--- src/pio_map.vh ---
// How it works
// - direction bit 1 enables the pin driver; 0 leaves the pin an input.
// - reset clears all direction bits of ports a, b and c.
// - port a read returns the latch where the direction bit is 1.
// - where the direction bit is 0, a data read returns the pin level.
// - port b data read picks latch or pin per bit by its direction.
// - port c data read picks latch or pin per bit by its direction.
// - data writes always update the latches whatever the direction.
// - a write to an input pin changes only the latch, not its readback.
// - each port a pullup enable bit connects its own pin pullup.
// - a pullup acts only while its pin is an input.
// - port b has six pins, latches and direction bits, shared with analog.
// - port c has two bidirectional pins with latch and direction bits.
// - reset leaves the port b and c data latches unchanged.
// - an analog channel select on a port b pin turns off its driver; its data read still follows its direction bit.
// - port a has four data latches behind the port a data register.
`ifndef PIO_MAP_VH
`define PIO_MAP_VH
`define PIO_ADDR_W 4
`define PIO_OFF_A_LATCH 4'h0
`define PIO_OFF_B_LATCH 4'h1
`define PIO_OFF_C_LATCH 4'h2
`define PIO_OFF_A_DIR 4'h4
`define PIO_OFF_B_DIR 4'h5
`define PIO_OFF_C_DIR 4'h6
`define PIO_OFF_A_PULLUP 4'h7
`define PIO_OFF_ANALOG_SEL 4'h8
`define PIO_A_W 4
`define PIO_B_W 6
`define PIO_C_W 2
`define PIO_BYTE_W 8
`define PIO_BE_LANE 0
`define PIO_A_DIR_RESET 4'h0
`define PIO_B_DIR_RESET 6'h00
`define PIO_C_DIR_RESET 2'h0
`define PIO_PULLUP_RESET 4'h0
`define PIO_SEL_RESET 6'h00
`define PIO_A_ZERO 4'h0
`define PIO_B_ZERO 6'h00
`define PIO_C_ZERO 2'h0
`define PIO_A_PAD 4'h0
`define PIO_B_PAD 2'h0
`define PIO_C_PAD 6'h00
`define PIO_BYTE_ZERO 8'h00
`define PIO_UPPER_ZERO 24'h00_0000
`define PIO_UNMAPPED_DATA 32'h0000_0000
`endif

--- src/pio_ports.v ---
// Our own choice: the Avalon-MM register port.
`timescale 1ns/100ps
`default_nettype none
`include "pio_map.vh"
module pio_ports (
	input wire i_clk,
	input wire i_rst_n,
	input wire [`PIO_ADDR_W-1:0] i_avs_address,
	input wire i_avs_read,
	input wire i_avs_write,
	input wire [31:0] i_avs_writedata,
	input wire [3:0] i_avs_byteenable,
	output reg [31:0] o_avs_readdata,
	output reg o_avs_waitrequest,
	input wire [`PIO_A_W-1:0] i_port_a_pin,
	output reg [`PIO_A_W-1:0] o_port_a_pin,
	output reg [`PIO_A_W-1:0] o_port_a_oe,
	output reg [`PIO_A_W-1:0] o_port_a_pullup,
	input wire [`PIO_B_W-1:0] i_port_b_pin,
	output reg [`PIO_B_W-1:0] o_port_b_pin,
	output reg [`PIO_B_W-1:0] o_port_b_oe,
	output reg [`PIO_B_W-1:0] o_analog_channel_pins,
	input wire [`PIO_C_W-1:0] i_port_c_pin,
	output reg [`PIO_C_W-1:0] o_port_c_pin,
	output reg [`PIO_C_W-1:0] o_port_c_oe
);

// per bit: latch where the direction bit is 1, pin level where it is 0
function [`PIO_BYTE_W-1:0] pick;
	input [`PIO_BYTE_W-1:0] dir;
	input [`PIO_BYTE_W-1:0] latch;
	input [`PIO_BYTE_W-1:0] pin;
	begin
		pick = (dir & latch) | (~dir & pin);
	end
endfunction

// write strobe of one register
function hit;
	input [`PIO_ADDR_W-1:0] addr;
	input [`PIO_ADDR_W-1:0] target;
	input strobe;
	begin
		hit = strobe & (addr == target);
	end
endfunction

// latches have no reset, as the port data must survive a reset
reg [`PIO_A_W-1:0] port_a_latch_reg;
reg [`PIO_A_W-1:0] port_a_latch_next;
reg [`PIO_B_W-1:0] port_b_latch_reg;
reg [`PIO_B_W-1:0] port_b_latch_next;
reg [`PIO_C_W-1:0] port_c_latch_reg;
reg [`PIO_C_W-1:0] port_c_latch_next;
reg [`PIO_A_W-1:0] port_a_dir_reg;
reg [`PIO_A_W-1:0] port_a_dir_next;
reg [`PIO_B_W-1:0] port_b_dir_reg;
reg [`PIO_B_W-1:0] port_b_dir_next;
reg [`PIO_C_W-1:0] port_c_dir_reg;
reg [`PIO_C_W-1:0] port_c_dir_next;
reg [`PIO_A_W-1:0] port_a_pullup_en_reg;
reg [`PIO_A_W-1:0] port_a_pullup_en_next;
reg [`PIO_B_W-1:0] analog_sel_reg;
reg [`PIO_B_W-1:0] analog_sel_next;
reg ack_reg;
reg ack_next;
reg wait_next;
reg [`PIO_BYTE_W-1:0] read_byte;
reg [31:0] rdata_next;
// next values of the registered pins
reg [`PIO_A_W-1:0] a_oe_next;
reg [`PIO_B_W-1:0] b_oe_next;
reg [`PIO_C_W-1:0] c_oe_next;
reg [`PIO_A_W-1:0] a_pullup_next;
reg [`PIO_B_W-1:0] analog_pins_next;
reg [`PIO_A_W-1:0] a_pin_next;
reg [`PIO_B_W-1:0] b_pin_next;
reg [`PIO_C_W-1:0] c_pin_next;

// write strobes, one per register
wire req;
wire first;
wire wr_lo;
wire [`PIO_BYTE_W-1:0] wd;
wire [`PIO_B_W-1:0] b_dir_eff;
wire a_latch_we;
wire b_latch_we;
wire c_latch_we;
wire a_dir_we;
wire b_dir_we;
wire c_dir_we;
wire a_pullup_we;
wire analog_we;

// only the first cycle of a request acts; the answer cycle is ignored
assign req = i_avs_read | i_avs_write;
assign first = req & ~ack_reg;
assign wr_lo = i_avs_write & i_avs_byteenable[`PIO_BE_LANE] & ~ack_reg;
assign wd = i_avs_writedata[`PIO_BYTE_W-1:0];
// an analog pin is never driven, whatever its direction bit says
assign b_dir_eff = port_b_dir_reg & ~analog_sel_reg;
assign a_latch_we = hit(i_avs_address, `PIO_OFF_A_LATCH, wr_lo);
assign b_latch_we = hit(i_avs_address, `PIO_OFF_B_LATCH, wr_lo);
assign c_latch_we = hit(i_avs_address, `PIO_OFF_C_LATCH, wr_lo);
assign a_dir_we = hit(i_avs_address, `PIO_OFF_A_DIR, wr_lo);
assign b_dir_we = hit(i_avs_address, `PIO_OFF_B_DIR, wr_lo);
assign c_dir_we = hit(i_avs_address, `PIO_OFF_C_DIR, wr_lo);
assign a_pullup_we = hit(i_avs_address, `PIO_OFF_A_PULLUP, wr_lo);
assign analog_we = hit(i_avs_address, `PIO_OFF_ANALOG_SEL, wr_lo);

// one wait cycle: request seen, answer registered on the next edge
always @* begin
	ack_next = first;
	wait_next = ~first;
end

always @(posedge i_clk or negedge i_rst_n) begin
	if (!i_rst_n)
		ack_reg <= 1'b0;
	else
		ack_reg <= ack_next;
end

// waitrequest stays high while idle and in reset
always @(posedge i_clk or negedge i_rst_n) begin
	if (!i_rst_n)
		o_avs_waitrequest <= 1'b1;
	else
		o_avs_waitrequest <= wait_next;
end

// unmapped addresses fall to the default and read zero
always @* begin
	read_byte = `PIO_BYTE_ZERO;
	case (i_avs_address)
	`PIO_OFF_A_LATCH: read_byte = pick({`PIO_A_PAD, port_a_dir_reg},
		{`PIO_A_PAD, port_a_latch_reg},
		{`PIO_A_PAD, i_port_a_pin});
	`PIO_OFF_B_LATCH: read_byte = pick({`PIO_B_PAD, port_b_dir_reg},
		{`PIO_B_PAD, port_b_latch_reg},
		{`PIO_B_PAD, i_port_b_pin});
	`PIO_OFF_C_LATCH: read_byte = pick({`PIO_C_PAD, port_c_dir_reg},
		{`PIO_C_PAD, port_c_latch_reg},
		{`PIO_C_PAD, i_port_c_pin});
	`PIO_OFF_A_DIR: read_byte = {`PIO_A_PAD, port_a_dir_reg};
	`PIO_OFF_B_DIR: read_byte = {`PIO_B_PAD, port_b_dir_reg};
	`PIO_OFF_C_DIR: read_byte = {`PIO_C_PAD, port_c_dir_reg};
	`PIO_OFF_A_PULLUP: read_byte = {`PIO_A_PAD, port_a_pullup_en_reg};
	`PIO_OFF_ANALOG_SEL: read_byte = {`PIO_B_PAD, analog_sel_reg};
	default: read_byte = `PIO_BYTE_ZERO;
	endcase
end

// read data hold until the next read, so a late master still finds them
always @* begin
	rdata_next = o_avs_readdata;
	if (i_avs_read & ~ack_reg)
		rdata_next = {`PIO_UPPER_ZERO, read_byte};
end

always @(posedge i_clk or negedge i_rst_n) begin
	if (!i_rst_n)
		o_avs_readdata <= `PIO_UNMAPPED_DATA;
	else
		o_avs_readdata <= rdata_next;
end

// data writes always land in the latch, whatever the direction bit says
always @* begin
	port_a_latch_next = port_a_latch_reg;
	if (a_latch_we) begin
		port_a_latch_next = wd[`PIO_A_W-1:0];
	end
end

always @(posedge i_clk) begin
	port_a_latch_reg <= port_a_latch_next;
end

always @* begin
	port_b_latch_next = port_b_latch_reg;
	if (b_latch_we) begin
		port_b_latch_next = wd[`PIO_B_W-1:0];
	end
end

always @(posedge i_clk) begin
	port_b_latch_reg <= port_b_latch_next;
end

always @* begin
	port_c_latch_next = port_c_latch_reg;
	if (c_latch_we) begin
		port_c_latch_next = wd[`PIO_C_W-1:0];
	end
end

always @(posedge i_clk) begin
	port_c_latch_reg <= port_c_latch_next;
end

// upper write bits are cut off, so unused bits stay zero
always @* begin
	port_a_dir_next = port_a_dir_reg;
	if (a_dir_we) begin
		port_a_dir_next = wd[`PIO_A_W-1:0];
	end
end

always @(posedge i_clk or negedge i_rst_n) begin
	if (!i_rst_n) begin
		port_a_dir_reg <= `PIO_A_DIR_RESET;
	end else begin
		port_a_dir_reg <= port_a_dir_next;
	end
end

always @* begin
	port_b_dir_next = port_b_dir_reg;
	if (b_dir_we) begin
		port_b_dir_next = wd[`PIO_B_W-1:0];
	end
end

always @(posedge i_clk or negedge i_rst_n) begin
	if (!i_rst_n) begin
		port_b_dir_reg <= `PIO_B_DIR_RESET;
	end else begin
		port_b_dir_reg <= port_b_dir_next;
	end
end

always @* begin
	port_c_dir_next = port_c_dir_reg;
	if (c_dir_we) begin
		port_c_dir_next = wd[`PIO_C_W-1:0];
	end
end

always @(posedge i_clk or negedge i_rst_n) begin
	if (!i_rst_n) begin
		port_c_dir_reg <= `PIO_C_DIR_RESET;
	end else begin
		port_c_dir_reg <= port_c_dir_next;
	end
end

// each pin has its own enable bit
always @* begin
	port_a_pullup_en_next = port_a_pullup_en_reg;
	if (a_pullup_we) begin
		port_a_pullup_en_next = wd[`PIO_A_W-1:0];
	end
end

always @(posedge i_clk or negedge i_rst_n) begin
	if (!i_rst_n) begin
		port_a_pullup_en_reg <= `PIO_PULLUP_RESET;
	end else begin
		port_a_pullup_en_reg <= port_a_pullup_en_next;
	end
end

// several pins may be handed over at once; the converter picks among them
always @* begin
	analog_sel_next = analog_sel_reg;
	if (analog_we) begin
		analog_sel_next = wd[`PIO_B_W-1:0];
	end
end

always @(posedge i_clk or negedge i_rst_n) begin
	if (!i_rst_n) begin
		analog_sel_reg <= `PIO_SEL_RESET;
	end else begin
		analog_sel_reg <= analog_sel_next;
	end
end

// pin drive is registered, so it lags a register write by one cycle
always @* begin
	a_oe_next = port_a_dir_reg;
	a_pullup_next = port_a_pullup_en_reg & ~port_a_dir_reg;
	a_pin_next = port_a_latch_reg;
end

always @(posedge i_clk or negedge i_rst_n) begin
	if (!i_rst_n) begin
		o_port_a_oe <= `PIO_A_ZERO;
		o_port_a_pullup <= `PIO_A_ZERO;
		o_port_a_pin <= `PIO_A_ZERO;
	end else begin
		o_port_a_oe <= a_oe_next;
		o_port_a_pullup <= a_pullup_next;
		o_port_a_pin <= a_pin_next;
	end
end

// an analog pin is left undriven; its latch is kept for later
always @* begin
	b_oe_next = b_dir_eff;
	analog_pins_next = analog_sel_reg;
	b_pin_next = port_b_latch_reg;
end

always @(posedge i_clk or negedge i_rst_n) begin
	if (!i_rst_n) begin
		o_port_b_oe <= `PIO_B_ZERO;
		o_analog_channel_pins <= `PIO_B_ZERO;
		o_port_b_pin <= `PIO_B_ZERO;
	end else begin
		o_port_b_oe <= b_oe_next;
		o_analog_channel_pins <= analog_pins_next;
		o_port_b_pin <= b_pin_next;
	end
end

// port c has no pullups, so only drive and level
always @* begin
	c_oe_next = port_c_dir_reg;
	c_pin_next = port_c_latch_reg;
end

always @(posedge i_clk or negedge i_rst_n) begin
	if (!i_rst_n) begin
		o_port_c_oe <= `PIO_C_ZERO;
		o_port_c_pin <= `PIO_C_ZERO;
	end else begin
		o_port_c_oe <= c_oe_next;
		o_port_c_pin <= c_pin_next;
	end
end

endmodule
`default_nettype wire

--- config.mk ---
export PLATFORM = sky130hd
export DESIGN_NAME = pio_ports
export DESIGN_NICKNAME = d
export VERILOG_FILES = /design/src/pio_ports.v
export VERILOG_INCLUDE_DIRS = /design/src
export SDC_FILE = /design/constraint.sdc
export NUM_CORES = 1
export LEC_CHECK = 0
export BUFFER_PORTS_ARGS = -buffer_cell sky130_fd_sc_hd__clkbuf_2
export CAP_MARGIN = 20
export CORE_MARGIN = 4
export CORE_UTILIZATION = 52
export DETAILED_ROUTE_END_ITERATION = 12
export PLACE_DENSITY = 0.87
export SYNTH_ARGS = -nofsm -noshare
export SYNTH_HDL_FRONTEND = slang
export SYNTH_SLANG_ARGS = --single-unit
--- constraint.sdc ---
create_clock -name i_clk -period 4.98 [get_ports i_clk]
set_input_delay 0.249 -clock i_clk [delete_from_list [all_inputs] [get_ports i_clk]]
set_output_delay 0.249 -clock i_clk [all_outputs]
set_load 0.02 [all_outputs]
==> metrics.yaml <==
status: "finished, final reports clean"
clkPwrFrac_pct: 32.9
drv_slew: 0
chipHeight_um: 85.33
seq_area_sq_um: 1963
vdd_ir_drop_max_v: 0.0002081
cts_resized: 0
start_util_pct: 55.11
power_frac_comb_pct: 15.1
yosysWarnings: 0
p_seq_share_pct: 51.9
final_cell_mix: "67 x clkbuf_2, 63 x dfrtp_1, 26 x conb_1"
grt_util_all_layers_pct: 18.11
die_w_um: 85.33
synth_top_area_cell: "dfrtp_1"
drt-total-wl_um: 6289
yosys_register_bits: 76
antenna_found_initial: 0
arrival_ns: 2.15
worstMarginPinSlew_ns: 0.7886
grt_overflow_total: 0
setup_viol: 0
cts_htree_levels: 3
synth_area_leaders: "dfrtp_1 51%, edfxtp_1 12%, mux2_2 8.7%, buf_4 6.3%, mux2i_1 2.9%"
coreArea_sq_um: 5642
hp-class: "primary input to asynchronous set/reset pin"
synth.top_cell.area_share_pct: 50.70
hold_viol: 0
root_buffer: "clkbuf_8"
drive_above_1_share_pct: 37.38
syn_inst: 229
swShare_pct: 27.19
postCtsSetupBuffers: 0
grt_pass1_vias: 1942
critPathKind: "flip-flop to flip-flop"
ant_nets: 0
clkTransAtPathRegs_ns: 0.07
ys_types: 37
io-pin-count: 123
syn-cell-area_sq_um: 3109
cp_max_fo: 6
dr.pass1.iters: 4
insertion_delay_ns: 0.35
cp-end-kind: "flip-flop"
fin_skew_ns: 0.006297
grt_setup_unrepaired: "no"
cts_sinks: 76
diodes: 0
power.density_nw_per_um2: 395.2
dp_hpwl_um: 4417
area_delta_synth_final_pct: 16.10
multi_input_area_sq_um: 999.7
routedWlPerCell_um: 16.68
required_ns: 5.21
drtIter0Drc: 227
final_common_cell: "clkbuf_2"
syn_avg_cell_area_sq_um: 13.58
grt_start_max_net_pins: 65
setup_tns_ns: 0
power.internal_mw: 1.039
seq_area_frac_synth_pct: 63.14
drc: 0
drv_cap: 0
clockBufferDepth: 2
p_leak_nw: 1.764
finalCritPeriodShare_pct: 38.47
die_area_sq_um: 7280
grt_pass1_wl_um: 9832
total_power_mw: 1.426
gp_congestion: 0.8471
relSlewSlack_pct: 47.43
portBuffers: 67
p_sw_uw: 387.9
cts_tree: "yes"
fill_cells: 419
vias: 1962
fmax_mhz: 521.9
finalCriticalPeriod_ns: 1.916
rows: 27
cp-start-kind: "flip-flop"
cts-buffers-inserted: 9
postCtsHoldBufs: 0
fin_nets: 356
via_per_inst: 5.204
-- worst paths after layout --
kind                                         startpoint                                 end  slack (ns)  depth (start not counted)
worst max-delay path                  ack_reg$_DFF_PN0_       port_b_dir_reg[2]$_DFFE_PN0P_        3.06                          4
worst min-delay path                            i_rst_n            o_port_c_oe[0]$_DFF_PN0_        0.04                          2
worst max register to register        ack_reg$_DFF_PN0_       port_b_dir_reg[2]$_DFFE_PN0P_        3.06                          4
worst min register to register  a_pin_next[0]$_DFFE_PP_           o_port_a_pin[0]$_DFF_PN0_        0.38                          0
max in group asynchronous                       i_rst_n  o_analog_channel_pins[1]$_DFF_PN0_        4.39                          2
min in group i_clk                   i_avs_writedata[5]             b_pin_next[5]$_DFFE_PP_        0.10                          1
-- kinds of logic after synthesis --
group | Yosys count | synth area share (%)
muxes | 34 | 12.31
DFF | 76 | 63.14
and+or+nand+nor | 52 | 10.14
other | 1 | 0.1206
AOI/OAI and AO/OA | 30 | 6.559
buffers and inverters | 36 | 7.726
-- synthesized netlist by cell type, drive strengths merged --
cell type / number
nor2b: 11
a22oi: 1
nand2b: 5
or4b: 1
nand3b: 3
o22ai: 1
mux4: 1
mux2: 24
mux2i: 9
or4: 2
nor4: 1
nand4b: 1
nor4b: 1
buf: 32
nor3: 3
a21oi: 5
a31oi: 3
o21ai: 7
edfxtp: 12
a22o: 8
dfstp: 1
or3: 1
nor2: 12
dfrtp: 63
nand2: 8
or2: 2
o31ai: 2
a2bb2oi: 1
conb: 1
clkbuf: 1
and2: 1
o32ai: 2
inv: 3
-- per-layer routing --
layer,GRT usage [%],part of all wire (%),up-vias,routed length (um)
li1,-,-,900,-
met1,23.19,41,959,2554
met2,28.04,48,94,3025
met3,6.505,9.5,9,598
met4,7.338,1.7,0,110
met5,0,0,-,0
-- per-stage QoR --
stage                     area (sq um)  hold WS, ns  utilization, %  cells  worst slack (ns)
after CTS                         3610      0.08199           63.98    377             3.085
after global routing              3610      0.07775           63.98    377             3.004
final                             3610      0.03943           63.98    377             3.064
after global placement            3407       0.3548           60.39    361             2.894
after detailed placement          3407       0.3694           60.39    361             2.875
after floorplan                   3203     -0.04659               -    254             3.379
-- critical path, cell delays in order, from the launching register on --
cell	delay [ns]
dfrtp_1	0.39
nand3b_4	0.19
or2_1	0.28
nor2_1	0.54
mux2_2	0.41
-- power groups by stage --
stage	Combinational (mW)	Clock [mW]	Sequential, mW
after floorplan	0.115	0	0.785
after global placement	0.211	0	0.750
after detailed placement	0.216	0	0.753
after CTS	0.217	0.477	0.742
after global routing	0.233	0.508	0.750
final	0.215	0.470	0.741
-- final cells by class --
| class | instances | share of cell area (%) |
|---|---|---|
| clock inverter | 4 | 1.317 |
| sequential | 76 | 54.38 |
| tap | 72 | 2.496 |
| inverter | 3 | 0.3120 |
| timing repair buffer | 68 | 9.497 |
| clock buffer | 12 | 4.298 |
| multi-input combinational | 142 | 27.69 |
(Power assumes the default switching activity.)
